==> src/hw/uwc_pkg.sv <==
package uwc_pkg;
  // ****************
  // sizes and codes
  // ****************
  localparam int WIPER_W = 6;
  localparam logic [5:0] WIPER_MIN = 6'h00;
  localparam logic [5:0] WIPER_MAX = 6'h3F;
  localparam logic [5:0] WIPER_RST = 6'h00;
  localparam int NUM_HV_CMDS = 6;

  // ****************
  // timing
  // ****************
  localparam int CLK_PERIOD_PS = 4000;
  localparam int STEP_TIME_NS = 1000;
  localparam int STEP_CYC = (STEP_TIME_NS * 1000 + CLK_PERIOD_PS - 1) / CLK_PERIOD_PS;
  localparam int NV_WRITE_CYCLE_TIME_US = 5000;
  localparam int NV_WRITE_CYC_DEF = (NV_WRITE_CYCLE_TIME_US * 1000 + 3) / 4;
  localparam int TMR_W = 24;
  localparam logic [TMR_W-1:0] TMR_ZERO = 24'h000000;
  localparam logic [TMR_W-1:0] TMR_ONE = 24'h000001;

  // ****************
  // commands
  // ****************
  typedef enum logic [2:0] {
    UWC_DEC_UNLOCK = 3'b000,
    UWC_DEC_LOCK = 3'b001,
    UWC_INC_UNLOCK = 3'b010,
    UWC_INC_LOCK = 3'b011,
    UWC_WR_UNLOCK = 3'b100,
    UWC_WR_LOCK = 3'b101
  } uwc_cmd_type;

  typedef struct packed {
    uwc_cmd_type cmd;
    logic [WIPER_W-1:0] steps;
  } uwc_req_type;

  typedef struct packed {
    logic sel_n;
    logic sel_hv;
    logic updn;
  } uwc_pins_type;
endpackage

==> src/hw/uwc_timer.sv <==
`timescale 1ns/10ps
module uwc_timer
  import uwc_pkg::*;
(
  // clock and reset
  input wire logic ref_clk,
  input wire logic rst,
  // control
  input wire logic load,
  input wire logic [uwc_pkg::TMR_W-1:0] count,
  output logic done
);
  import uwc_pkg::*;

  typedef struct packed {
    logic [TMR_W-1:0] cnt;
  } uwc_tmr_state_type;

  uwc_tmr_state_type st_r;
  uwc_tmr_state_type st_nxt;

  always_comb
  begin
    st_nxt = st_r;
    if (load)
    begin
      st_nxt.cnt = count;
    end
    else if (st_r.cnt != TMR_ZERO)
    begin
      st_nxt.cnt = st_r.cnt - TMR_ONE;
    end
  end

  always_ff @(posedge ref_clk)
  begin
    if (rst)
    begin
      st_r <= '0;
    end
    else
    begin
      st_r <= st_nxt;
    end
  end

  assign done = (st_r.cnt == TMR_ZERO) && !load;
endmodule // uwc_timer

==> src/hw/uwc_ctrl.sv <==
`timescale 1ns/10ps
module uwc_ctrl
  import uwc_pkg::*;
#(
  parameter int NV_WRITE_CYC = uwc_pkg::NV_WRITE_CYC_DEF,
  parameter int STEP_CYCLES = uwc_pkg::STEP_CYC
)
(
  // clock and reset
  input wire logic ref_clk,
  input wire logic rst,
  // request
  input wire logic req_valid,
  input wire uwc_pkg::uwc_req_type req,
  output logic req_ready,
  output logic done,
  // tracked device state
  output logic [uwc_pkg::WIPER_W-1:0] wiper_est,
  output logic lock_est,
  // pins
  output uwc_pkg::uwc_pins_type pins
);
  import uwc_pkg::*;

  // ****************
  // state
  // ****************
  typedef enum logic [2:0] {
    S_IDLE = 3'b000,
    S_SETUP = 3'b001,
    S_RAISE = 3'b010,
    S_PULSE_HI = 3'b011,
    S_PULSE_LO = 3'b100,
    S_EXITLVL = 3'b101,
    S_DROP = 3'b110,
    S_BUSY = 3'b111
  } uwc_fsm_type;

  typedef struct packed {
    uwc_fsm_type fsm;
    uwc_req_type cur;
    logic [15:0] dly;
    logic [WIPER_W-1:0] left;
    logic [WIPER_W-1:0] wiper;
    logic lock;
    logic done;
    uwc_pins_type pins;
  } uwc_state_type;

  uwc_state_type st_r;
  uwc_state_type st_nxt;
  logic tmr_load;
  logic tmr_done;

  localparam logic [15:0] STEP_DLY = 16'(STEP_CYCLES);

  // saturating step, direction up toward terminal A
  function automatic logic [WIPER_W-1:0] step_wiper(input logic [WIPER_W-1:0] w,
                                                    input logic up);
    if (up)
    begin
      step_wiper = (w == WIPER_MAX) ? w : w + 6'h01;
    end
    else
    begin
      step_wiper = (w == WIPER_MIN) ? w : w - 6'h01;
    end
  endfunction

  function automatic logic is_up(input uwc_cmd_type c);
    is_up = (c == UWC_INC_UNLOCK) || (c == UWC_INC_LOCK);
  endfunction

  // updn level before entry; low means decrement
  function automatic logic entry_lvl(input uwc_cmd_type c);
    entry_lvl = (c != UWC_DEC_UNLOCK) && (c != UWC_DEC_LOCK);
  endfunction

  // updn level at exit
  function automatic logic exit_lvl(input uwc_cmd_type c);
    case (c)
      UWC_DEC_UNLOCK: exit_lvl = 1'b0;
      UWC_DEC_LOCK: exit_lvl = 1'b1;
      UWC_INC_UNLOCK: exit_lvl = 1'b1;
      UWC_INC_LOCK: exit_lvl = 1'b0;
      UWC_WR_UNLOCK: exit_lvl = 1'b1;
      UWC_WR_LOCK: exit_lvl = 1'b0;
      default: exit_lvl = 1'b1;
    endcase
  endfunction

  function automatic logic sets_lock(input uwc_cmd_type c);
    sets_lock = (c == UWC_DEC_LOCK) || (c == UWC_INC_LOCK) || (c == UWC_WR_LOCK);
  endfunction

  function automatic logic is_write(input uwc_cmd_type c);
    is_write = (c == UWC_WR_UNLOCK) || (c == UWC_WR_LOCK);
  endfunction

  // ****************
  // sequencer
  // ****************
  always_comb
  begin
    st_nxt = st_r;
    st_nxt.done = 1'b0;
    tmr_load = 1'b0;
    if (st_r.dly != 16'h0000)
    begin
      st_nxt.dly = st_r.dly - 16'h0001;
    end
    else
    begin
      case (st_r.fsm)
        S_IDLE:
        begin
          st_nxt.pins.sel_n = 1'b1;
          st_nxt.pins.sel_hv = 1'b0;
          if (req_valid)
          begin
            st_nxt.cur = req;
            st_nxt.left = is_write(req.cmd) ? 6'h00 : req.steps;
            st_nxt.pins.updn = entry_lvl(req.cmd);
            st_nxt.dly = STEP_DLY;
            st_nxt.fsm = S_SETUP;
          end
        end
        S_SETUP:
        begin
          st_nxt.pins.sel_hv = 1'b1;
          st_nxt.dly = STEP_DLY;
          st_nxt.fsm = S_RAISE;
        end
        S_RAISE:
        begin
          if (st_r.left != 6'h00)
          begin
            st_nxt.pins.updn = 1'b0;
            st_nxt.dly = STEP_DLY;
            st_nxt.fsm = S_PULSE_LO;
          end
          else
          begin
            st_nxt.fsm = S_EXITLVL;
          end
        end
        S_PULSE_LO:
        begin
          st_nxt.pins.updn = 1'b1;
          st_nxt.wiper = step_wiper(st_r.wiper, is_up(st_r.cur.cmd));
          st_nxt.left = st_r.left - 6'h01;
          st_nxt.dly = STEP_DLY;
          st_nxt.fsm = S_PULSE_HI;
        end
        S_PULSE_HI:
        begin
          st_nxt.fsm = (st_r.left != 6'h00) ? S_RAISE : S_EXITLVL;
        end
        S_EXITLVL:
        begin
          st_nxt.pins.updn = exit_lvl(st_r.cur.cmd);
          // low-to-high exit level is one more step edge
          if (!st_r.pins.updn && exit_lvl(st_r.cur.cmd))
          begin
            st_nxt.wiper = step_wiper(st_r.wiper, is_up(st_r.cur.cmd));
          end
          st_nxt.dly = STEP_DLY;
          st_nxt.fsm = S_DROP;
        end
        S_DROP:
        begin
          st_nxt.pins.sel_hv = 1'b0;
          st_nxt.lock = sets_lock(st_r.cur.cmd);
          tmr_load = 1'b1;
          st_nxt.fsm = S_BUSY;
        end
        S_BUSY:
        begin
          if (tmr_done)
          begin
            st_nxt.done = 1'b1;
            st_nxt.fsm = S_IDLE;
          end
        end
        default:
        begin
          st_nxt.fsm = S_IDLE;
        end
      endcase
    end
  end

  always_ff @(posedge ref_clk)
  begin
    if (rst)
    begin
      st_r <= '0;
      st_r.fsm <= S_IDLE;
      st_r.wiper <= WIPER_RST;
      st_r.pins.sel_n <= 1'b1;
      st_r.pins.updn <= 1'b1;
    end
    else
    begin
      st_r <= st_nxt;
    end
  end

  uwc_timer uwc_timer_inst (
    .ref_clk(ref_clk),
    .rst(rst),
    .load(tmr_load),
    .count(TMR_W'(NV_WRITE_CYC)),
    .done(tmr_done)
  );

  assign req_ready = (st_r.fsm == S_IDLE) && (st_r.dly == 16'h0000);
  assign done = st_r.done;
  assign wiper_est = st_r.wiper;
  assign lock_est = st_r.lock;
  assign pins = st_r.pins;
endmodule // uwc_ctrl

==> config.mk <==
export PLATFORM = sky130hd
export DESIGN_NAME = uwc_ctrl
export DESIGN_NICKNAME = d
export VERILOG_FILES = /design/src/hw/uwc_pkg.sv /design/src/hw/uwc_timer.sv /design/src/hw/uwc_ctrl.sv
export SDC_FILE = /design/constraint.sdc
export NUM_CORES = 1
export LEC_CHECK = 0
export BUFFER_PORTS_ARGS = -buffer_cell sky130_fd_sc_hd__buf_2
export CAP_MARGIN = 20
export CELL_PAD_IN_SITES_DETAIL_PLACEMENT = 0
export CELL_PAD_IN_SITES_GLOBAL_PLACEMENT = 1
export CORE_ASPECT_RATIO = 1.4
export CORE_MARGIN = 4
export CORE_UTILIZATION = 45
export DETAILED_ROUTE_END_ITERATION = 8
export PLACE_DENSITY_LB_ADDON = 0.1
export SYNTH_ARGS = -nofsm -noshare
export SYNTH_HDL_FRONTEND = slang
export SYNTH_SLANG_ARGS = --single-unit
==> constraint.sdc <==
create_clock -name ref_clk -period 3.09 [get_ports ref_clk]
set_input_delay 0.309 -clock ref_clk [delete_from_list [all_inputs] [get_ports ref_clk]]
set_output_delay 0.309 -clock ref_clk [all_outputs]
set_load 0.1 [all_outputs]
## Yosys cells after proc, flatten, opt, wreduce, memory -nomap -nowiden

Index checks and enable logic that the tools add are counted.

- Bits of input ports: 12
- Word-level logic and storage cells: 105
- Flip-flop bits (word level): 68

- Eq/ne operators: 21
- Bitwise gates (word level): 2
- Reductions and logical operators: 38
- Multiplexer cells: 27
- Add/subtract/negate cells: 5

Operators with widths:

| kind | number |
|---|---|
| one-hot mux 16 bit (3 select lines) | 1 |
| 2-to-1 mux 21 bit | 2 |
| 2-to-1 mux 34 bit | 1 |
| 2-to-1 mux 16 bit | 2 |
| 2-to-1 mux 6 bit | 5 |
| logical NOT 24 bit | 1 |
| one-hot mux 3 bit (8 select lines) | 1 |
| one-hot mux 6 bit (2 select lines) | 2 |
| nonzero test 24 bit | 1 |
| subtractor 24 x 1 -> 24 bit (second input constant) | 1 |
| == test 3 bit (second input constant) | 7 |
| logical NOT 16 bit | 1 |
| nonzero test 16 bit | 1 |
| subtractor 16 x 1 -> 16 bit (second input constant) | 1 |
| AND reduction 3 bit | 5 |
| == test 3 x 2 -> 1 bit (second input constant) | 4 |
| subtractor 6 x 1 -> 6 bit (second input constant) | 2 |
| 2-to-1 mux 1 bit | 9 |
| OR reduction 3 bit | 3 |
| inequality test 2 bit (second input constant) | 4 |
| nonzero test 2 bit | 4 |
| nonzero test 4 bit | 2 |
| adder 6 x 1 -> 6 bit (second input constant) | 1 |
| == test 3 x 1 -> 1 bit (second input constant) | 2 |
| 17 further kinds | 30 |

## Longest topological paths before layout

Gate-level depths: netlist of run 1.

- Depth after elaboration: 8
- Depth in mapped cells: 8

## Hierarchy

A second synthesis of run 1 with hierarchy kept.

- Cell total of the unflattened synthesis: 475
- Area, all modules: 3,918.8 µm²

By module, submodules not included:

| module | instances | cells an instance | seq. area each (µm²) | area each (µm²) |
|---|---|---|---|---|
| uwc_ctrl | 1 | 285 | 760.7 | 2,312.2 |
| uwc_timer | 1 | 190 | 480.5 | 1,606.5 |

## Worst setup path after synthesis of run 1

Ideal clock, no wire load.

- Kind: flip-flop to output port
- Start: reg st_r[17] (netlist bit)
- End: out req_ready
- Data required time: 2,781 ps
- Arrival time: 4,126 ps
- Path buffers: 1
- Stages on the path, launching flop included: 7
- Slack: -1,345 ps
- Path through: dfxtp_1 > inv_1 > ha_1 > nor4b_4 > nand4_1 > clkbuf_1 > nor4_1

- Word-level cells in the longest chain between the ends: 2

RTL lines:

| element | RTL line | RTL |
|---|---|---|
| from (decl) | uwc_ctrl.sv:50 | `uwc_state_type st_r;` |
| from (signal assigned) | uwc_ctrl.sv:205 | `st_r <= st_nxt;` |
| logical NOT 16 bit | uwc_ctrl.sv:217 | `assign req_ready = (st_r.fsm == S_IDLE) && (st_r.dly == 16'h0000);` |
| logical AND 1 bit | uwc_ctrl.sv:217 |  |
| to (decl) | uwc_ctrl.sv:15 | `output logic req_ready,` |

No other way between the ends.

## Final worst setup path of run 1

Ends and elaborated chain as after synthesis.

==> metrics.md, run 1 <==
| Metric | Value |
|---|---|
| GR Util met1 | `23.24%` |
| H-tree depth | `3` |
| # rows | `37` |
| Fmax | `0.3761 GHz` |
| CORE AREA | `7361 sq um` |
| Crit end category | `output port` |
| Status | `completed` |
| Slew Limit Fails | `0` |
| Final Cycle Share | `86.04%` |
| GR Util met3 | `2.927%` |
| Vias in the first global route | `3073` |
| Crit path time final | `2.659 ns` |
| Final Hold Vio Count | `0` |
| Hold endpoint | `st_r[39]` |
| GRT busiest layer | `met2` |
| Final WL | `8.375 mm` |
| Die ar. | `9077 sq um` |
| CTS hold repair buffers | `0` |
| Routed vias | `3090` |
| Hold crit path type | `in2reg` |
| Final setup viols | `0` |
| CTS tree | `built` |
| Worst r2r src | `uwc_timer_inst.st_r[0]` |
| Worst-path maximum fanout | `14` |
| Area leader, netlist | `dfxtp_1` |
| ANT nets after route | `0` |
| Initial antenna violation count | `0` |
| Layout cells sized above 1 | `13.01%` |
| R2R Setup Slk | `0.61 ns` |
| Clk_skew | `0.009521 ns` |
| Pwr/cell area | `1008 nW/um^2` |
| Hold Path Origin | `req[6]` |
| Unique cell type count in the Yosys netlist | `58` |
| Worst endpoint required time | `2.78 ns` |
| Initial Utilization | `46.46%` |
| Synthesized Nets | `436` |
| Seq/Total Area, Yosys | `36.30%` |
| Post-CTS sizing | `0` |
| Top cells by area, synth | `dfxtp_1, nor2_1, a21oi_1, nor3_1, nand2_1` |
| Post-Synthesis Cells | `418` |
| Wire length of the first global-routing pass | `14.48 mm` |
| Root Driver | `clkbuf_8` |
| Die width | `81.68 um` |
| Peak supply drop | `0.7187 mV` |
| Worst-path clk slew | `0.06 ns` |
| Crit path DAT | `2.35 ns` |
| Worst slew pin tran | `0.6911 ns` |
| Num CTS Buffers | `9` |
| I/O Pins | `24` |
| Most common cell in the netlist | `dfxtp_1` |
| CTS sink cnt | `62` |
| Lkg Pwr | `1.409 nW` |
| DR pass1 iterations | `4` |
| Die H | `111.1 um` |
| Mean routed wirelength per cell | `15.65 um` |
| Clock buffer depth | `2` |
| Largest net degree at the start of global routing | `36` |
| Critical path class | `reg2out` |
| Remaining DRCs | `0` |
| Synth Area per Inst | `8.181 sq um` |
| Vias per Instance | `5.776` |
| Syn. warnings | `0` |
| Util after Layout | `51.06%` |
| Hpwl dp | `6.173 mm` |
| Post-CTS setup repair buffer count | `0` |
| Ant diodes | `0` |
| GRT Util Overall | `20.23%` |
| Setup crit start kind | `register` |
| Async S/R FF share, synth | `0%` |
| Cell area after synthesis | `3420 sq um` |
| WHS Path Cells | `3` |
| Yosys top cell area share | `36.30%` |
| Unrepaired setup endpoints after global routing | `no` |
| Buffers on Ports | `22` |
| Total congestion overflow | `0` |
| Area grow syn2layout | `9.916%` |
| Post-synth top cells | `dfxtp_1, nor2_1, a21oi_1` |
| Setup_tns | `0 ns` |
| Worst reg2reg path depth | `7` |
| Latest clock arrival within the worst-skew pair | `0.35 ns` |
| Placer Congestion | `0.7997` |
| Seq cells post-synth | `62` |
| Layout Nets | `452` |
| Reg2reg end | `uwc_timer_inst.st_r[9]` |
| EDFF count, synth | `0` |
| Rel. slew slack | `53.86%` |
| Commonest register cell after synthesis | `dfxtp_1` |
| Met2 usage in global routing | `35.42%` |
| Max Cap Viol | `0` |
| DRT iter0 DRCs | `104` |
worst max-delay path, stage by stage (launching register included):
cell and delay (ns):
dfxtp_1 0.35, inv_1 0.07, ha_1 0.19, nor4b_4 0.34
nand4_1 0.21, buf_4 0.25, nor4_4 0.14, buf_2 0.47
sequential cells by signal, indices dropped and copies added (netlist names):
signal	cells
done	1
lock_est	1
pins	2
st_r	28
uwc_timer_inst.st_r	24
wiper_est	6
area by class of cell:
type	count	area, sq um
fill	738	3602
multi-input combinational	315	1991
sequential	62	1241
timing repair buffer	32	185.2
clock buffer	14	162.7
tap	97	121.4
inverter	14	52.55
clock inverter	1	5.005
kinds of logic (layout without fill, tap and decap cells):
logic type / Yosys count / after routing / synth area share, %
AO/OA/AOI/OAI: 100 / 100 / 19.43
XOR/XNOR: 20 / 20 / 5.123
adder cells (fa/ha/maj): 6 / 6 / 2.195
buffers and inverters: 41 / 61 / 5.927
flip-flops: 62 / 62 / 36.30
multiplexers: 7 / 7 / 2.086
other: 1 / 1 / 0.1097
AND/OR/NAND/NOR: 181 / 181 / 28.83
through the flow:
step	instances	total power (W)	cell area, sq um	hold slack [ns]	setup slack (ns)
CTS	535	0.003825	3759	0.2019	0.4035
global route	535	0.004139	3759	0.2366	0.2657
detailed placement	520	0.003179	3591	0.4478	0.6400
floorplan	418	0.002760	3435	0.4422	0.4763
finish	535	0.003790	3759	0.2223	0.4315
global placement	520	0.003164	3591	0.4364	0.7027
layer usage:
metal / vias up / routed length [um] / share of wire, %
li1: 1572 / - / -
met1: 1470 / 3546 / 42
met2: 34 / 4452 / 53
met3: 14 / 185 / 2.2
met4: 0 / 191 / 2.3
met5: - / 0 / 0
report_power, final:
group / switching, W / leakage, nW / total [W] / internal [W]
clock network: 0.000294 / 0.0865 / 0.000624 / 0.000330
registers: 0.000272 / 0.505 / 0.00130 / 0.00102
logic: 0.00113 / 0.817 / 0.00187 / 0.000737
total: 0.00170 / 1.41 / 0.00379 / 0.00209
how the worst max path moves through the flow:
stage                                       from                      to  slack (ns)  cells past startpoint
after floorplan                         st_r[17]               req_ready        0.48                      6
after global placement    uwc_timer_inst.st_r[0]  uwc_timer_inst.st_r[9]        0.70                      7
after detailed placement  uwc_timer_inst.st_r[0]  uwc_timer_inst.st_r[9]        0.64                      7
after CTS                               st_r[17]               req_ready        0.40                      7
after global routing                    st_r[17]               req_ready        0.27                      7
final                                   st_r[17]               req_ready        0.43                      7
cells in the final DEF, fill, tap and decap left out, types with 3 or more instances in the layout:
cell | synthesis | layout
o21ai_0 | 9 | 9
a211oi_1 | 7 | 7
a21oi_1 | 31 | 31
clkbuf_8 | 0 | 11
nor2b_1 | 6 | 6
o211ai_1 | 8 | 8
nor4_1 | 15 | 14
xor2_1 | 12 | 12
and3_1 | 3 | 3
nand2b_1 | 6 | 6
a31oi_1 | 10 | 10
ha_1 | 6 | 6
inv_1 | 14 | 14
o31ai_1 | 12 | 12
clkbuf_1 | 13 | 3
or4_1 | 13 | 13
buf_4 | 9 | 10
mux2i_1 | 6 | 6
nand2_1 | 28 | 28
dfxtp_1 | 62 | 62
nor2_1 | 45 | 45
and4_1 | 3 | 3
or3_1 | 6 | 6
buf_2 | 0 | 22
nand4_1 | 5 | 5
xnor2_1 | 8 | 8
nand3_1 | 14 | 14
a21o_1 | 3 | 3
nor3_1 | 22 | 22
(Power assumes the default switching activity.)
==> inputs of run 2 (changes only) <==
==> constraint.sdc (replaced) <==
create_clock -name ref_clk -period 3.09 [get_ports ref_clk]
set_input_delay 0.618 -clock ref_clk [delete_from_list [all_inputs] [get_ports ref_clk]]
set_output_delay 0.618 -clock ref_clk [all_outputs]
set_load 0.1 [all_outputs]
==> run 2 against run 1 <==
Against the previous run:
- design area increased by 2.3%
- register-to-register slack about the same
- wire length is 3.8% lower
- final cell count unchanged
- via count is 0.42% higher
- largest power group unchanged
- highest routed layer unchanged
==> metrics.md, run 2 (synthesis results as in run 1) <==
| Metric | Value |
|---|---|
| Crit path DAT | `2.09 ns (was 2.35 ns)` |
| Sum of buffers and inverters on the critical path | `3 (unchanged)` |
| Wire length of the first global-routing pass | `13.52 mm (was 14.48 mm)` |
| Vias in the first global route | `2847 (was 3073)` |
| Rel. slew slack | `52.33% (was 53.86%)` |
| Layout cells sized above 1 | `13.47% (was 13.01%)` |
| Setup crit start kind | `register (unchanged)` |
| Hpwl dp | `5.889 mm (was 6.173 mm)` |
| Placed Cells | `519 (was 520)` |
| Cell family with most CP delay | `simple AND/OR/NAND/NOR gates (was buffers and inverters)` |
| Hold_ws | `0.4527 ns (was 0.2223 ns)` |
| Layout Nets | `451 (was 452)` |
| Setup_tns | `0 ns (unchanged)` |
| Total congestion overflow | `0 (unchanged)` |
| Hold crit path type | `reg2reg (was in2reg)` |
| CTS tree | `built (unchanged)` |
| Largest register FFs | `28 (unchanged)` |
| Worst-path cell chain | `inv_1, ha_1, nor4b_4, nand4_1, buf_4, nor4_4, buf_12 (was inv_1, ha_1, nor4b_4, nand4_1, buf_4, nor4_4, buf_2)` |
| Remaining DRCs | `0 (unchanged)` |
| Slew Limit Fails | `0 (unchanged)` |
| Worst slew pin tran | `0.7136 ns (was 0.6911 ns)` |
| Initial Utilization | `46.46% (unchanged)` |
| Clock buffer depth | `2 (unchanged)` |
| Hold Path Origin | `lock_est (was req[6])` |
| Area grow syn2layout | `12.48% (was 9.916%)` |
| Worst setup startpoint | `st_r[17] (unchanged)` |
| Area occupied by multi-input gates | `1991 sq um (unchanged)` |
| Status | `completed (unchanged)` |
| Peak supply drop | `0.6930 mV (was 0.7187 mV)` |
| Crit path time final | `2.712 ns (was 2.659 ns)` |
| Post-CTS sizing | `0 (unchanged)` |
| Max Cap Viol | `0 (unchanged)` |
| Fin cells | `535 (unchanged)` |
| Die H | `111.1 um (unchanged)` |
| Die ar. | `9077 sq um (unchanged)` |
| CTS hold repair buffers | `0 (unchanged)` |
| Clk_skew | `0.008640 ns (was 0.009521 ns)` |
| ANT nets after route | `0 (unchanged)` |
| H-tree depth | `3 (unchanged)` |
| Layout fillers | `735 (was 738)` |
| DR pass1 iterations | `4 (unchanged)` |
| CP max stage cell | `dfxtp_1 (was buf_2)` |
| Ant diodes | `0 (unchanged)` |
| Final Cycle Share | `87.76% (was 86.04%)` |
| GRT Util Overall | `18.76% (was 20.23%)` |
| Worst reg2reg path depth | `8 (was 7)` |
| Worst r2r src | `st_r[17] (was uwc_timer_inst.st_r[0])` |
| CTS sink cnt | `62 (unchanged)` |
| Latest clock arrival within the worst-skew pair | `0.34 ns (was 0.35 ns)` |
| WHS Path Cells | `2 (was 3)` |
| Fmax | `0.3688 GHz (was 0.3761 GHz)` |
| Final setup viols | `0 (unchanged)` |
| Commonest non-fill, non-tap cell in the layout | `dfxtp_1 (unchanged)` |
| Num CTS Buffers | `9 (unchanged)` |
| Worst-path clk slew | `0.07 ns (was 0.06 ns)` |
| Placer Congestion | `0.8053 (was 0.7997)` |
| Pre-CTS WS | `0.6191 ns (was 0.6400 ns)` |
| FF+latch area | `1241 sq um (unchanged)` |
| DRT iter0 DRCs | `156 (was 104)` |
| Worst endpoint required time | `2.47 ns (was 2.78 ns)` |
| CORE AREA | `7361 sq um (unchanged)` |
| Lkg Pwr | `1.441 nW (was 1.409 nW)` |
| Unrepaired setup endpoints after global routing | `no (unchanged)` |
| Die width | `81.68 um (unchanged)` |
| Post-CTS setup repair buffer count | `0 (unchanged)` |
| Initial antenna violation count | `0 (unchanged)` |
| Routed vias | `3103 (was 3090)` |
| Critical path class | `reg2out (unchanged)` |
| R2R Setup Slk | `0.60 ns (was 0.61 ns)` |
| Pwr/cell area | `1049 nW/um^2 (was 1008 nW/um^2)` |
| Buffers on Ports | `22 (unchanged)` |
| Root Driver | `clkbuf_8 (unchanged)` |
| Mean routed wirelength per cell | `15.07 um (was 15.65 um)` |
| Vias per Instance | `5.800 (was 5.776)` |
| Slowest stage delay, CP | `0.35 ns (was 0.47 ns)` |
| Final WL | `8.060 mm (was 8.375 mm)` |
| Reg2reg end | `st_r[15] (was uwc_timer_inst.st_r[9])` |
| Final Hold Vio Count | `0 (unchanged)` |
| # rows | `37 (unchanged)` |
| Top reg by flops | `st_r (unchanged)` |
| Most frequent cells in the layout | `dfxtp_1, nor2_1, a21oi_1 (unchanged)` |
| Crit end category | `output port (unchanged)` |
| I/O Pins | `24 (unchanged)` |
| Worst-path maximum fanout | `15 (was 14)` |
| Largest net degree at the start of global routing | `35 (was 36)` |
| Worst setup margin | `0.3782 ns (was 0.4315 ns)` |
| Hold endpoint | `lock_est (was st_r[39])` |
[run 2: cell count changes in the layout (fill, tap and decap cells not counted)]
cell / previous run / this run
bufinv_16: 0 / 3
clkbuf_1: 3 / 1
buf_2: 22 / 21
clkinv_4: 0 / 1
buf_12: 0 / 1
clkinvlp_4: 0 / 1
clkbuf_8: 11 / 10
buf_4: 10 / 9
clkinv_2: 1 / 0
[run 2: routing by layer]
layer	GRT usage, %	wire length [um]
met3	3.821	205
met1	22.59	3513
met2	31.45	4146
met5	0	0
met4	8.204	195
[run 2: worst max-delay path by stage]
stage / slack, ns / to / cells past startpoint
floorplan: 0.17 / req_ready / 6
global placement: 0.65 / st_r[15] / 8
detailed placement: 0.62 / st_r[15] / 8
CTS: 0.34 / req_ready / 7
global route: 0.21 / req_ready / 7
finish: 0.38 / req_ready / 7
[run 2: report_power, final]
part / total (W) / internal, W / switching [W] / leakage, nW
Sequential: 0.00129 / 0.00102 / 0.000265 / 0.505
Clock: 0.000885 / 0.000560 / 0.000326 / 0.120
Combinational: 0.00186 / 0.000736 / 0.00112 / 0.816
Total: 0.00403 / 0.00232 / 0.00171 / 1.44
[run 2: through the flow]
stage	power [W]	utilization (%)	cell area, sq um
global route	0.004390	52.25	3846
floorplan	0.002760	-	3435
global placement	0.003139	48.89	3598
finish	0.004033	52.25	3846
CTS	0.004060	52.25	3846
detailed placement	0.003154	48.89	3598
[run 2: layout make-up]
cell class	instances	area share [%]
multi-input combinational	315	51.76
sequential	62	32.27
inverter	14	1.366
clock buffer	11	3.676
clock inverter	5	2.765
timing repair buffer	31	5.010
tap	97	3.155
[run 2: worst register-to-register path: stages (launching register included)]
cell	delay [ns]
dfxtp_1	0.35
inv_1	0.07
ha_1	0.20
nor4b_4	0.34
nand4_1	0.14
buf_4	0.23
or4_1	0.64
a311oi_1	0.33
nor3_1	0.07
==> inputs of run 3 (changes only) <==
CORE_UTILIZATION = 41   (was 45)
clock period = 2.35 ns   (was 3.09 ns; I/O delays follow)
==> run 3 against run 2 <==
Against the previous run:
- via count is 4.2% higher
- wire length grew 9.4%
- flip-flop and latch count is the same
- clock skew down 0.0033 ns
- hold slack lost 0.058 ns
- final cell count grew 7.7%
- combinational power grew 73%
- design area rose by 9.5%
- die area up 8.9%
- sequential power up 29%
- total power is 50% higher
- critical path type is now reg2reg
- largest cell class unchanged
==> metrics.md, run 3 (synthesis results as in run 1) <==
| Metric | Value |
|---|---|
| Vias in the first global route | `3103 (was 2847)` |
| Max Cap Viol | `0 (unchanged)` |
| Pwr/cell area | `1441 nW/um^2 (was 1049 nW/um^2)` |
| Unrepaired setup endpoints after global routing | `yes (was no)` |
| ANT nets after route | `0 (unchanged)` |
| Clock buffer depth | `2 (unchanged)` |
| Top reg by flops | `st_r (unchanged)` |
| Rel. slew slack | `51.62% (was 52.33%)` |
| CP max stage cell | `or4b_4 (was dfxtp_1)` |
| Area occupied by multi-input gates | `2046 sq um (was 1991 sq um)` |
| Worst-path maximum fanout | `5 (was 15)` |
| Placer Congestion | `0.8244 (was 0.8053)` |
| Hold crit path type | `in2reg (was reg2reg)` |
| Layout Nets | `487 (was 451)` |
| Total congestion overflow | `0 (unchanged)` |
| DR pass1 iterations | `5 (was 4)` |
| Setup crit start kind | `register (unchanged)` |
| Status | `completed (unchanged)` |
| Ant diodes | `0 (unchanged)` |
| Worst setup startpoint | `uwc_timer_inst.st_r[1] (was st_r[17])` |
| Final Hold Vio Count | `0 (unchanged)` |
| Placed Cells | `557 (was 519)` |
| GRT Util Overall | `18.46% (was 18.76%)` |
| Latest clock arrival within the worst-skew pair | `0.32 ns (was 0.34 ns)` |
| Setup_tns | `0 ns (unchanged)` |
| Most frequent cells in the layout | `dfxtp_1, nor2_1, buf_4 (was dfxtp_1, nor2_1, a21oi_1)` |
| Lkg Pwr | `1.639 nW (was 1.441 nW)` |
| Die ar. | `9886 sq um (was 9077 sq um)` |
| Commonest non-fill, non-tap cell in the layout | `dfxtp_1 (unchanged)` |
| Peak supply drop | `0.8737 mV (was 0.6930 mV)` |
| Layout cells sized above 1 | `22.57% (was 13.47%)` |
| Remaining DRCs | `0 (unchanged)` |
| Vias per Instance | `5.613 (was 5.800)` |
| CTS hold repair buffers | `0 (unchanged)` |
| Worst r2r src | `uwc_timer_inst.st_r[1] (was st_r[17])` |
| FF+latch area | `1246 sq um (was 1241 sq um)` |
| Crit end category | `register (was output port)` |
| Hpwl dp | `6.669 mm (was 5.889 mm)` |
| Final setup viols | `0 (unchanged)` |
| DRT iter0 DRCs | `155 (was 156)` |
| Crit path time final | `2.349 ns` |
| Fin cells | `576 (was 535)` |
| Slowest stage delay, CP | `0.58 ns (was 0.35 ns)` |
| Worst endpoint required time | `2.54 ns (was 2.47 ns)` |
| Largest net degree at the start of global routing | `27 (was 35)` |
| Critical path class | `reg2reg (was reg2out)` |
| CTS sink cnt | `62 (unchanged)` |
| Worst-path cell chain | `inv_2, ha_4, or4b_4, or4b_4, buf_6, o211ai_1, or3_1, a31oi_1 (was inv_1, ha_1, nor4b_4, nand4_1, buf_4, nor4_4, buf_12)` |
| Initial antenna violation count | `0 (unchanged)` |
| Area grow syn2layout | `23.16% (was 12.48%)` |
| Worst slew pin tran | `0.7242 ns (was 0.7136 ns)` |
| I/O Pins | `24 (unchanged)` |
| Root Driver | `clkbuf_16 (was clkbuf_8)` |
| Final Cycle Share | `99.97%` |
| Num CTS Buffers | `9 (unchanged)` |
| Initial Utilization | `41.96% (was 46.46%)` |
| Wire length of the first global-routing pass | `14.59 mm (was 13.52 mm)` |
| # rows | `39 (was 37)` |
| Die H | `116.1 um (was 111.1 um)` |
| CP dominant cell by count | `or4b_4` |
| H-tree depth | `3 (unchanged)` |
| Buffers on Ports | `22 (unchanged)` |
| CTS tree | `built (unchanged)` |
| CORE AREA | `8149 sq um (was 7361 sq um)` |
| Routed vias | `3233 (was 3103)` |
| Mean routed wirelength per cell | `15.30 um (was 15.07 um)` |
| Crit path DAT | `2.54 ns (was 2.09 ns)` |
| Final WL | `8.815 mm (was 8.060 mm)` |
| Slew Limit Fails | `0 (unchanged)` |
| Clk_skew | `0.005296 ns (was 0.008640 ns)` |
| Layout fillers | `817 (was 735)` |
| Hold Path Origin | `req[6] (was lock_est)` |
| Fmax | `0.4256 GHz` |
| Worst-path clk slew | `0.05 ns (was 0.07 ns)` |
| Die width | `85.19 um (was 81.68 um)` |
| Largest register FFs | `28 (unchanged)` |
run 3: changes by cell type in the layout (fill, tap and decap cells not counted), sizes merged:
cell and change:
buf +36, clkinv +2, bufinv -3, clkbuf +1
run 3: metrics by stage:
| step | hold WS (ns) | power, W | utilization (%) | instance area (sq um) | setup WS, ns |
|---|---|---|---|---|---|
| after floorplan | 0.4422 | 0.003669 | - | 3460 | -0.3952 |
| after global placement | 0.4599 | 0.004684 | 47.46 | 3867 | -0.02277 |
| after detailed placement | 0.4736 | 0.004732 | 47.46 | 3867 | -0.1056 |
| after CTS | 0.3951 | 0.006002 | 51.08 | 4163 | -0.007842 |
| after global routing | 0.4251 | 0.006553 | 51.68 | 4212 | -0.08979 |
| final | 0.3951 | 0.006068 | 51.68 | 4212 | 0.0006093 |
run 3: layer usage:
layer	share of wire, %	track usage (%)
met4	2.2	6.547
met5	0	0
met3	2.2	3.627
met1	42	20.11
met2	54	35.06
run 3: what timing repair did:
item	CTS	global route
pin swaps	2	9
setup endpoints to repair	9	8
buffers inserted	1	2
resized for setup	3	11
run 3: cell type report:
| class | count | area share (%) |
|---|---|---|
| multi-input combinational | 315 | 48.57 |
| sequential | 62 | 29.59 |
| timing repair buffer | 67 | 11.17 |
| inverter | 14 | 1.248 |
| tap | 102 | 3.030 |
| clock inverter | 4 | 0.5348 |
| clock buffer | 12 | 5.853 |
run 3: critical path, delay by kind of cell (launching register included):
kind / cells / cell delay (ns)
compound gates: 2 / 0.36
fa+ha+maj: 1 / 0.13
buf+inv: 2 / 0.22
flops: 1 / 0.32
simple gates: 3 / 1.20
run 3: power by group:
group	internal, W	switching [W]	leakage (nW)	total, W
Clock	0.000736	0.000452	0.132	0.00119
Combinational	0.00148	0.00174	1.00	0.00322
Sequential	0.00135	0.000302	0.506	0.00166
Total	0.00357	0.00249	1.64	0.00607
run 3: final timing paths:
kind / endpoint / slack [ns] / cells past startpoint
max: uwc_timer_inst.st_r[12] / 0.0006 / 8
min: st_r[39] / 0.40 / 3
max reg2reg: uwc_timer_inst.st_r[12] / 0.0006 / 8
min reg2reg: st_r[17] / 0.48 / 1
